==> src/rtl/cc3_pkg.sv <==
// Constants, field layouts and carrier types of the channel 3 capture/compare block.
package cc3_pkg;

  localparam int DATA_W = 32;
  localparam int CNT_W = 16;
  localparam int BE_W = 4;
  localparam int EVT_W = 2;

  typedef logic [DATA_W-1:0] word_type;
  typedef logic [CNT_W-1:0] count_type;

  // Byte addresses of the registers.
  localparam logic [DATA_W-1:0] CHANNEL3_COMPARE_BUFFER_ADDR = 32'hFFFFF54C;
  localparam logic [DATA_W-1:0] CTRL_ADDR = 32'hFFFFF550;
  localparam logic [DATA_W-1:0] STATUS_ADDR = 32'hFFFFF554;
  localparam logic [DATA_W-1:0] MASK_ADDR = 32'hFFFFF558;
  localparam logic [DATA_W-1:0] COUNT_ADDR = 32'hFFFFF55C;

  // Byte lanes that must all be enabled for a write.
  localparam logic [1:0] HALF_LANES = 2'h3;
  localparam logic [0:0] LOW_LANE = 1'h1;

  // Reset values.
  localparam count_type CHANNEL3_COMPARE_BUFFER_RESET = 16'h0000;
  localparam count_type BUFFER_RESET = 16'h0000;
  localparam logic [EVT_W-1:0] EVT_RESET = 2'h0;

  // Operation modes of the timer.
  localparam logic [2:0] MODE_INTERVAL = 3'h0;
  localparam logic [2:0] MODE_EXT_EVENT = 3'h1;
  localparam logic [2:0] MODE_EXT_TRIGGER = 3'h2;
  localparam logic [2:0] MODE_ONE_SHOT = 3'h3;
  localparam logic [2:0] MODE_PWM = 3'h4;
  localparam logic [2:0] MODE_FREE_RUN = 3'h5;
  localparam logic [2:0] MODE_PULSE_WIDTH = 3'h6;

  // Valid edge selection of the capture input.
  localparam logic [1:0] EDGE_NONE = 2'h0;
  localparam logic [1:0] EDGE_RISE = 2'h1;
  localparam logic [1:0] EDGE_FALL = 2'h2;
  localparam logic [1:0] EDGE_BOTH = 2'h3;

  // Control register layout, low byte of the word.
  typedef struct packed {
    logic [1:0] edge_sel;
    logic output_en;
    logic channel3_capture_select;
    logic count_enable_bit;
    logic [2:0] mode;
  } ctrl_type;

  localparam int CTRL_W = 8;
  localparam ctrl_type CTRL_RESET = 8'h00;

  // Sticky event bits, shared by the status and mask registers.
  typedef struct packed {
    logic capture;
    logic match;
  } event_type;

  // Bus handshake states.
  typedef enum logic [1:0] {
    BUS_IDLE = 2'b01,
    BUS_ACK = 2'b10
  } bus_state_type;

endpackage : cc3_pkg

==> src/rtl/edge_detect.sv <==
// Two-stage pin synchroniser with selectable valid-edge detection.
`timescale 1ns/1ps
module edge_detect
  import cc3_pkg::*;
(
  // Clock and reset
  input wire logic clk,
  input wire logic rstn,
  // Pin and edge choice
  input wire logic pin_in,
  input wire logic [1:0] edge_sel,
  // Detected edge, one cycle
  output logic edge_valid_r
);

  logic sync1_r;
  logic sync2_r;
  logic last_r;
  wire rise = sync2_r & ~last_r;
  wire fall = ~sync2_r & last_r;
  wire want_rise = (edge_sel == EDGE_RISE) | (edge_sel == EDGE_BOTH);
  wire want_fall = (edge_sel == EDGE_FALL) | (edge_sel == EDGE_BOTH);
  wire edge_nxt = (rise & want_rise) | (fall & want_fall);

  always_ff @(posedge clk or negedge rstn) begin
    if (!rstn) begin
      sync1_r <= 1'b0;
      sync2_r <= 1'b0;
      last_r <= 1'b0;
      edge_valid_r <= 1'b0;
    end else begin
      sync1_r <= pin_in;
      sync2_r <= sync1_r;
      last_r <= sync2_r;
      edge_valid_r <= edge_nxt;
    end
  end

endmodule : edge_detect

==> src/rtl/timer_capture_compare_ch3.sv <==
// Channel 3 capture/compare unit of a 16-bit timer with an Avalon-MM register slave.
//
// Our own choice: the Avalon-MM register port.
`timescale 1ns/1ps

//////////////////////////////////////////////////////////////////////////////
// Behaviour
// free-running mode: select bit picks capture or compare
// pulse width mode: capture only
// all other modes: compare only
// read/write while running, whole 16-bit word
// reset clears the register to zero
// software avoids access on slow clocks
// compare writes accepted while counting enabled
// writes go to buffer; compare uses buffer
// counter equals buffer raises match interrupt
// match inverts enabled timer output
// free-running capture stores counter on edge
// pulse width capture stores, clears counter
// read during capture returns consistent value
// batch write in trigger/PWM modes, else anytime
// anytime copies at once, batch at boundary
module timer_capture_compare_ch3
  import cc3_pkg::*;
(
  // Clock and reset
  input wire logic clk,
  input wire logic rstn,
  // Avalon-MM slave
  input wire logic [DATA_W-1:0] address,
  input wire logic read,
  input wire logic write,
  input wire logic [BE_W-1:0] byteenable,
  input wire logic [DATA_W-1:0] writedata,
  output logic [DATA_W-1:0] readdata,
  output logic waitrequest,
  // Timer counter
  input wire logic [CNT_W-1:0] counter_value,
  input wire logic period_boundary,
  output logic counter_clear,
  // Pins
  input wire logic channel3_capture_input,
  output logic channel3_timer_output,
  // Events
  output logic channel3_match_irq,
  output logic irq
);

  //////////////////////////////////////////////////////////////////////////////
  // Registers

  bus_state_type bus_state_r;
  bus_state_type bus_state_nxt;
  logic waitrequest_r;
  logic waitrequest_nxt;
  word_type readdata_r;
  word_type readdata_nxt;

  count_type channel3_compare_buffer_r;
  count_type channel3_compare_buffer_nxt;
  count_type buffer_r;
  count_type buffer_nxt;
  logic pending_r;
  logic pending_nxt;

  ctrl_type ctrl_r;
  ctrl_type ctrl_nxt;
  event_type status_r;
  event_type status_nxt;
  event_type mask_r;
  event_type mask_nxt;

  logic match_seen_r;
  logic timer_out_r;
  logic timer_out_nxt;
  logic match_irq_r;
  logic counter_clear_r;
  logic irq_r;
  logic match_seen_nxt;
  logic match_irq_nxt;
  logic counter_clear_nxt;
  logic irq_nxt;

  //////////////////////////////////////////////////////////////////////////////
  // Address decode

  // The full byte address is decoded; each register is one aligned word.
  wire req = read | write;
  wire hit_channel3_compare_buffer = address == CHANNEL3_COMPARE_BUFFER_ADDR;
  wire hit_ctrl = address == CTRL_ADDR;
  wire hit_status = address == STATUS_ADDR;
  wire hit_mask = address == MASK_ADDR;
  wire hit_count = address == COUNT_ADDR;

  // The access completes in the ack state while the master still holds it.
  wire bus_fire = (bus_state_r == BUS_ACK) & req;
  wire wr_fire = bus_fire & write;

  // Writes with missing lanes or to no register are still answered, so the
  // master never stalls; they simply change nothing.
  wire half_lanes = byteenable[1:0] == HALF_LANES;
  wire low_lane = byteenable[0] == LOW_LANE;

  wire channel3_compare_buffer_wr = wr_fire & hit_channel3_compare_buffer & half_lanes;
  // Control, status and mask writes need only the low byte lane.
  wire ctrl_wr = wr_fire & hit_ctrl & low_lane;
  wire status_wr = wr_fire & hit_status & low_lane;
  wire mask_wr = wr_fire & hit_mask & low_lane;

  wire [CNT_W-1:0] wr_half = writedata[CNT_W-1:0];
  wire [CTRL_W-1:0] wr_byte = writedata[CTRL_W-1:0];
  wire [EVT_W-1:0] wr_evt = writedata[EVT_W-1:0];

  //////////////////////////////////////////////////////////////////////////////
  // Read data selection

  // Captured value is sampled whole at one edge, so a capture in flight never
  // splits the word the master sees.
  wire [DATA_W-1:0] rd_channel3_compare_buffer = word_type'(channel3_compare_buffer_r);
  wire [DATA_W-1:0] rd_ctrl = word_type'(ctrl_r);
  wire [DATA_W-1:0] rd_status = word_type'({pending_r, status_r});
  wire [DATA_W-1:0] rd_mask = word_type'(mask_r);
  wire [DATA_W-1:0] rd_count = word_type'(counter_value);

  // Addresses that hit no register read as zero.
  wire [DATA_W-1:0] rd_mux =
    hit_channel3_compare_buffer ? rd_channel3_compare_buffer :
    hit_ctrl ? rd_ctrl :
    hit_status ? rd_status :
    hit_mask ? rd_mask :
    hit_count ? rd_count :
    word_type'(CHANNEL3_COMPARE_BUFFER_RESET);

  //////////////////////////////////////////////////////////////////////////////
  // Bus handshake

  // Every access costs exactly one wait state. The ack state always falls back
  // to idle, so a request that the master still holds at the answering edge is
  // never served twice, and a new one is taken from the following edge on.
  always_comb begin
    bus_state_nxt = bus_state_r;
    waitrequest_nxt = waitrequest_r;
    readdata_nxt = readdata_r;
    unique case (bus_state_r)
      BUS_IDLE: begin
        if (req) begin
          bus_state_nxt = BUS_ACK;
          waitrequest_nxt = 1'b0;
          readdata_nxt = rd_mux;
        end
      end
      BUS_ACK: begin
        bus_state_nxt = BUS_IDLE;
        waitrequest_nxt = 1'b1;
      end
      default: begin
        bus_state_nxt = BUS_IDLE;
        waitrequest_nxt = 1'b1;
      end
    endcase
  end

  always_ff @(posedge clk or negedge rstn) begin
    if (!rstn) begin
      bus_state_r <= BUS_IDLE;
      waitrequest_r <= 1'b1;
      readdata_r <= word_type'(CHANNEL3_COMPARE_BUFFER_RESET);
    end else begin
      bus_state_r <= bus_state_nxt;
      waitrequest_r <= waitrequest_nxt;
      readdata_r <= readdata_nxt;
    end
  end

  //////////////////////////////////////////////////////////////////////////////
  // Channel role

  // The channel role follows the mode and the capture select bit.
  wire [2:0] mode = ctrl_r.mode;
  wire counting = ctrl_r.count_enable_bit;
  wire mode_free_run = mode == MODE_FREE_RUN;
  wire mode_pulse_width = mode == MODE_PULSE_WIDTH;

  // Codes with no mode of their own fall in the compare-only group.
  wire role_capture = mode_pulse_width |
    (mode_free_run & ctrl_r.channel3_capture_select);
  wire role_compare = ~role_capture;

  // Batch modes defer compare writes made while counting to the period boundary.
  wire batch_mode = (mode == MODE_EXT_TRIGGER) | (mode == MODE_PWM);

  //////////////////////////////////////////////////////////////////////////////
  // Capture input

  // The pin passes two synchroniser flops and an edge flop, so a capture lands
  // on the fourth edge after the pin moves.
  logic edge_valid;

  edge_detect capture_edge (
    .clk(clk),
    .rstn(rstn),
    .pin_in(channel3_capture_input),
    .edge_sel(ctrl_r.edge_sel),
    .edge_valid_r(edge_valid)
  );

  wire capture_evt = role_capture & counting & edge_valid;
  wire clear_evt = capture_evt & mode_pulse_width;

  //////////////////////////////////////////////////////////////////////////////
  // Capture/compare register

  // A capture outranks a software write landing in the same cycle.
  always_comb begin
    channel3_compare_buffer_nxt = channel3_compare_buffer_r;
    if (capture_evt) begin
      channel3_compare_buffer_nxt = counter_value;
    end else if (channel3_compare_buffer_wr) begin
      channel3_compare_buffer_nxt = wr_half;
    end
  end

  always_ff @(posedge clk or negedge rstn) begin
    if (!rstn) begin
      channel3_compare_buffer_r <= CHANNEL3_COMPARE_BUFFER_RESET;
    end else begin
      channel3_compare_buffer_r <= channel3_compare_buffer_nxt;
    end
  end

  //////////////////////////////////////////////////////////////////////////////
  // Compare buffer

  // Writes are taken regardless of the count enable bit.
  wire cmp_wr = channel3_compare_buffer_wr & role_compare;
  // With the count stopped there is no period to protect.
  wire batch_wr = cmp_wr & batch_mode & counting;
  wire load_now = cmp_wr & ~batch_wr;
  wire boundary_load = period_boundary & (pending_r | batch_wr);
  // A batch write that lands on the boundary edge itself goes straight in, so
  // the next period never starts from a stale value.
  wire [CNT_W-1:0] boundary_value = channel3_compare_buffer_wr ? wr_half : channel3_compare_buffer_r;

  // The pending flag marks a batch value that waits for the boundary.
  always_comb begin
    buffer_nxt = buffer_r;
    pending_nxt = pending_r;
    if (load_now) begin
      buffer_nxt = wr_half;
    end else if (boundary_load) begin
      buffer_nxt = boundary_value;
    end
    if (boundary_load) begin
      pending_nxt = 1'b0;
    end else if (batch_wr) begin
      pending_nxt = 1'b1;
    end
  end

  always_ff @(posedge clk or negedge rstn) begin
    if (!rstn) begin
      buffer_r <= BUFFER_RESET;
      pending_r <= 1'b0;
    end else begin
      buffer_r <= buffer_nxt;
      pending_r <= pending_nxt;
    end
  end

  //////////////////////////////////////////////////////////////////////////////
  // Compare match

  // Only the first cycle of equality counts, so a slow counter that rests on
  // the match value raises one event.
  wire match_now = counting & role_compare & (counter_value == buffer_r);
  wire match_evt = match_now & ~match_seen_r;

  // The seen flag holds the equality of the cycle before.
  assign match_seen_nxt = match_now;
  assign match_irq_nxt = match_evt;
  assign counter_clear_nxt = clear_evt;

  // The output toggles only while its driver is enabled.
  always_comb begin
    timer_out_nxt = timer_out_r;
    if (match_evt & ctrl_r.output_en) begin
      timer_out_nxt = ~timer_out_r;
    end
  end

  always_ff @(posedge clk or negedge rstn) begin
    if (!rstn) begin
      match_seen_r <= 1'b0;
      timer_out_r <= 1'b0;
      match_irq_r <= 1'b0;
      counter_clear_r <= 1'b0;
    end else begin
      match_seen_r <= match_seen_nxt;
      timer_out_r <= timer_out_nxt;
      match_irq_r <= match_irq_nxt;
      counter_clear_r <= counter_clear_nxt;
    end
  end

  //////////////////////////////////////////////////////////////////////////////
  // Control, status and mask

  // Set and clear vectors share the status layout.
  event_type evt_set;
  event_type evt_clr;

  assign evt_set = {capture_evt, match_evt};
  assign evt_clr = status_wr ? event_type'(wr_evt) : event_type'(EVT_RESET);

  // A new event wins over a clear in the same cycle.
  assign status_nxt = (status_r & ~evt_clr) | evt_set;
  assign mask_nxt = mask_wr ? event_type'(wr_evt) : mask_r;
  assign ctrl_nxt = ctrl_wr ? ctrl_type'(wr_byte) : ctrl_r;

  // The interrupt level follows the status one cycle late, so it leaves a flop.
  assign irq_nxt = |(status_r & mask_r);

  always_ff @(posedge clk or negedge rstn) begin
    if (!rstn) begin
      ctrl_r <= CTRL_RESET;
      status_r <= event_type'(EVT_RESET);
      mask_r <= event_type'(EVT_RESET);
      irq_r <= 1'b0;
    end else begin
      ctrl_r <= ctrl_nxt;
      status_r <= status_nxt;
      mask_r <= mask_nxt;
      irq_r <= irq_nxt;
    end
  end

  //////////////////////////////////////////////////////////////////////////////
  // Outputs

  // Every output is a flop, with no logic after it.
  assign readdata = readdata_r;
  assign waitrequest = waitrequest_r;
  assign counter_clear = counter_clear_r;
  assign channel3_timer_output = timer_out_r;
  assign channel3_match_irq = match_irq_r;
  assign irq = irq_r;

endmodule : timer_capture_compare_ch3

==> config.mk <==
export PLATFORM = sky130hd
export DESIGN_NAME = timer_capture_compare_ch3
export DESIGN_NICKNAME = d
export VERILOG_FILES = /design/src/rtl/cc3_pkg.sv /design/src/rtl/edge_detect.sv /design/src/rtl/timer_capture_compare_ch3.sv
export SDC_FILE = /design/constraint.sdc
export NUM_CORES = 1
export LEC_CHECK = 0
export BUFFER_PORTS_ARGS = -buffer_cell sky130_fd_sc_hd__clkbuf_2
export CORE_MARGIN = 10
export CORE_UTILIZATION = 50
export CTS_BUF_LIST = sky130_fd_sc_hd__clkbuf_16
export CTS_CLUSTER_SIZE = 25
export DETAILED_ROUTE_END_ITERATION = 8
export MAX_ROUTING_LAYER = met4
export PLACE_DENSITY_LB_ADDON = 0.15
export REMOVE_ABC_BUFFERS = 1
export SETUP_SLACK_MARGIN = 0.5
export SLEW_MARGIN = 15
export SYNTH_ARGS = -nofsm -noshare
export SYNTH_HDL_FRONTEND = slang
export SYNTH_SLANG_ARGS = --single-unit
==> constraint.sdc <==
create_clock -name clk -period 2.2 [get_ports clk]
set_input_delay 0.55 -clock clk [delete_from_list [all_inputs] [get_ports clk]]
set_output_delay 0.55 -clock clk [all_outputs]
set_load 0.05 [all_outputs]
==> flow_summary_export.csv <==
group,metric,value,unit
routing,vias_per_cell,5.499,
final_layout,drive_gt1_share,44.92,%
placement,hpwl,7490,µm
floorplanning,ioPinCount,127,
pwr,p_int,2.246,mW
setup_path,cp-start-kind,"input port",
setup_path,worstSetupPathType,"input port to flop",
routing,drt_iter0_markers,156,
routing,vias,3140,
setup_path,critPathMaxStageDelay,0.57,ns
synthesis,async_reset_ff_share,100.0,%
floorplanning,die_width,105.3,µm
setup_path,slowest_stage,"or4b_4",
clocking,cts_tree,"yes",
setup_path,crit_fanout,3,
synthesis,synth_edf_count,0,
pwr,p_leak,2.443,nW
setup_path,critPathCaptureType,"flop",
floorplanning,start_util,50.65,%
global_route,gr-usage-all-layers,19.65,%
synthesis,synthXorXnorAreaFrac,4.337,%
global_route,grt_pass1_vias,3273,
synthesis,ys_warn_count,0,
clocking,numCtsBuffers,9,
clocking,clock_path_buffers,2,
synthesis,synth_fa_ha_area_share,0,%
floorplanning,die_area,11080,µm²
routing,wl,11310,µm
synthesis,synth_top_family_by_area,"multiplexers",
timing,fin_crit_sh,102.6,%
timing,setup_ws,-0.05823,ns
synthesis,synth_area_per_cell,10.60,µm²
hold_path,hp-class,"input port to async pin",
global_route,overflow,0,
timing,rsz0062_at_grt,"true",
pwr,p_switching,0.8762,mW
final_layout,diodes,0,
floorplanning,rows,31,
pwr,combPwrFrac,14.6,%
timing,finalHoldViolCount,0,
global_route,grt_max_degree,63,
pwr,powerDensity,601.5,nW/µm²
final_layout,post-route-util,72.35,%
setup_path,worstPathCellList,"clkbuf_2 -> or4b_4 -> nor4b_4 -> nand4_1 -> buf_6 -> o31ai_4 -> buf_4 -> mux2i_1",
synthesis,ys_ff_latch,72,
floorplanning,die_y,105.3,µm
routing,drc,0,
outcome,violations,"setup timing",
routing,wl_per_cell,19.80,µm
placement,place_congestion,0.8528,
routing,firstDrtPassIters,5,
flow_run,max_cap_violations,0,
timing,fmax,0.4428,GHz
synthesis,synthSimpleGateAreaFrac,13.39,%
global_route,grt_pass1_wl,17010,µm
clocking,clock-root-buffer,"clkbuf_16",
clocking,clock_latency,0.33,ns
final_layout,finalNonFillerCells,571,
clocking,htree_levels,3,
pwr,p_sw_share,28.06,%
timing,slew_viol_final,0,
global_route,antenna_found_initial,0,
clocking,cts.sinks,72,
timing,skew,0.004532,ns
routing,antenna_left,0,
clocking,ctsHoldBuffers,0,
pwr,peakVddDrop,0.0004350,V
clocking,clk_pin_slew,0.06,ns
setup_path,worst_ep_required_time,2.45,ns
outcome,status,"finished with violations",
final_layout,syn2layout_area_growth,42.82,%
pwr,sequentialPowerShare,44.8,%
placement,dp_cells,542,
timing,fin_crit,2.258,ns
synthesis,synthCells,343,
synthesis,syn_area,3635,µm²
final_layout,nets,557,
setup_path,worst-endpoint-arrival,2.51,ns
placement,port_buffers,92,
synthesis,synth_compound_area_share,10.95,%
floorplanning,fp.coreArea,7176,µm²
synthesis,synth_ff_type,"dfrtp_1",
pwr,clkPwrFrac,40.6,%
synthesis,ys_types,46,
timing,setup_viol,17,
synthesis,ys_seq_area_share,49.60,%
synthesis,synthMuxAreaShare,13.73,%
critical path, delay by kind of cell:
family | cells | cell delay, ns
mux | 1 | 0.21
buf+inv | 3 | 0.47
compound gates | 1 | 0.26
simple gates | 3 | 1.01
per-layer routing:
metal	share of wire (%)	GRT usage [%]	wire (µm)	vias up
met5	0	-	0	-
li1	-	-	-	1429
met1	37	22.26	4213	1543
met4	1.7	7.157	197	0
met2	52	32.09	5855	149
met3	9.2	6.151	1037	19
power groups by stage:
stage / Clock [mW] / Sequential [mW] / Combinational, mW
5_1_grt: 1.35 / 1.40 / 0.489
4_1_cts: 1.29 / 1.39 / 0.428
2_1_floorplan: 0 / 1.44 / 0.174
3_5_place_dp: 0 / 1.41 / 0.398
6_report: 1.27 / 1.40 / 0.456
3_3_place_gp: 0 / 1.41 / 0.394
path summary, 6_finish.rpt:
| check | slack, ns | endpoint | startpoint | cells past startpoint |
|---|---|---|---|---|
| setup / recovery | -0.06 | buffer_r[0] | address[1] | 8 |
| hold / removal | 0.1 | readdata[10] | rstn | 1 |
| setup reg to reg | 0.31 | ctrl_r[5] | bus_state_r[0] | 6 |
| hold reg to reg | 0.36 | capture_edge.sync2_r | capture_edge.sync1_r | 0 |
| max in group asynchronous | 1.46 | bus_state_r[0] | rstn | 2 |
| min in group clk | 0.32 | capture_edge.sync1_r | channel3_capture_input | 1 |
stage by stage:
stage          total power, mW  setup slack, ns  hold slack, ns  cell area (µm²)  setup TNS (ns)
6_report                 3.122         -0.05823         0.09522             5191         -0.3141
5_1_grt                  3.236          -0.1685          0.1044             5191          -2.821
4_1_cts                  3.107          0.04928          0.1104             4956               0
3_5_place_dp             1.809          -0.3748          0.3518             4288          -15.06
3_3_place_gp             1.802          -0.3537          0.3423             4288          -13.76
2_1_floorplan            1.617           -1.367          0.2544             3498          -35.86
cell type report:
| class | instances | area [µm²] |
|---|---|---|
| Sequential cell | 72 | 1803 |
| Multi-Input combinational cell | 230 | 2051 |
| Fill cell | 503 | 1984 |
| Clock inverter | 7 | 32.53 |
| Tap cell | 99 | 123.9 |
| Clock buffer | 9 | 225.2 |
| Timing Repair Buffer | 129 | 862.1 |
| Inverter | 25 | 93.84 |
flip-flops by register name, indices dropped and copies added (netlist names):
register and count:
buffer_r 16, channel3_compare_buffer_r 16, readdata 16, ctrl_r 4, mode 3, bus_state_r 2
mask_r 2, rd_status 2, capture_edge.edge_valid_r 1, capture_edge.last_r 1, capture_edge.sync1_r 1, capture_edge.sync2_r 1
channel3_match_irq 1, channel3_timer_output 1, counter_clear 1, counting 1, irq 1, match_seen_r 1
pending_r 1
cell usage in the layout, fill, tap and decap left out, types with 4 or more instances in the layout:
| cell type | n |
|---|---|
| clkbuf_16 | 9 |
| clkbuf_2 | 90 |
| a32oi_1 | 8 |
| nand3b_1 | 4 |
| o41ai_2 | 5 |
| a21oi_1 | 13 |
| nor2_1 | 21 |
| o21ai_1 | 11 |
| buf_12 | 4 |
| xor2_1 | 8 |
| nand4_1 | 9 |
| xnor2_1 | 10 |
| buf_4 | 22 |
| nand2_1 | 20 |
| nand4b_1 | 4 |
| mux2_4 | 10 |
| inv_1 | 28 |
| dfrtp_1 | 71 |
| buf_6 | 8 |
| mux2i_1 | 17 |
| mux2i_4 | 16 |
| nor2_4 | 6 |
| conb_1 | 16 |
| a21oi_2 | 14 |
cells by family (layout without fill, tap and decap cells):
group / count (synthesis) / in the layout
simple gates: 89 / 89
mux: 46 / 46
xor+xnor: 18 / 18
compound gates: 61 / 61
flops: 72 / 72
buf+inv: 56 / 170
other cells: 1 / 16
cell usage after synthesis, drive strengths merged, types with 4 or more instances:
cell | number | area [µm²]
nand2 | 21 | 78.83
nor2 | 29 | 108.9
mux2i | 33 | 330.3
xnor2 | 10 | 87.58
o21ai | 12 | 60.05
mux2 | 11 | 123.9
nand3b | 4 | 30.03
nor3 | 4 | 20.02
nor4 | 4 | 46.29
nand4b | 4 | 35.03
xor2 | 8 | 70.07
a21oi | 27 | 135.1
o41ai | 5 | 43.79
inv | 25 | 93.84
dfrtp | 71 | 1777
buf | 20 | 151.4
a32oi | 8 | 70.07
clkbuf | 11 | 41.29
nand4 | 9 | 56.30
repair_timing:
item,4_1_cts,5_1_grt
setup buffers,8,2
endpoints found under the setup margin,61,63
cloned,3,0
gates resized for setup,58,46
pin swaps,24,15
Power figures use the tool's default switching activity.
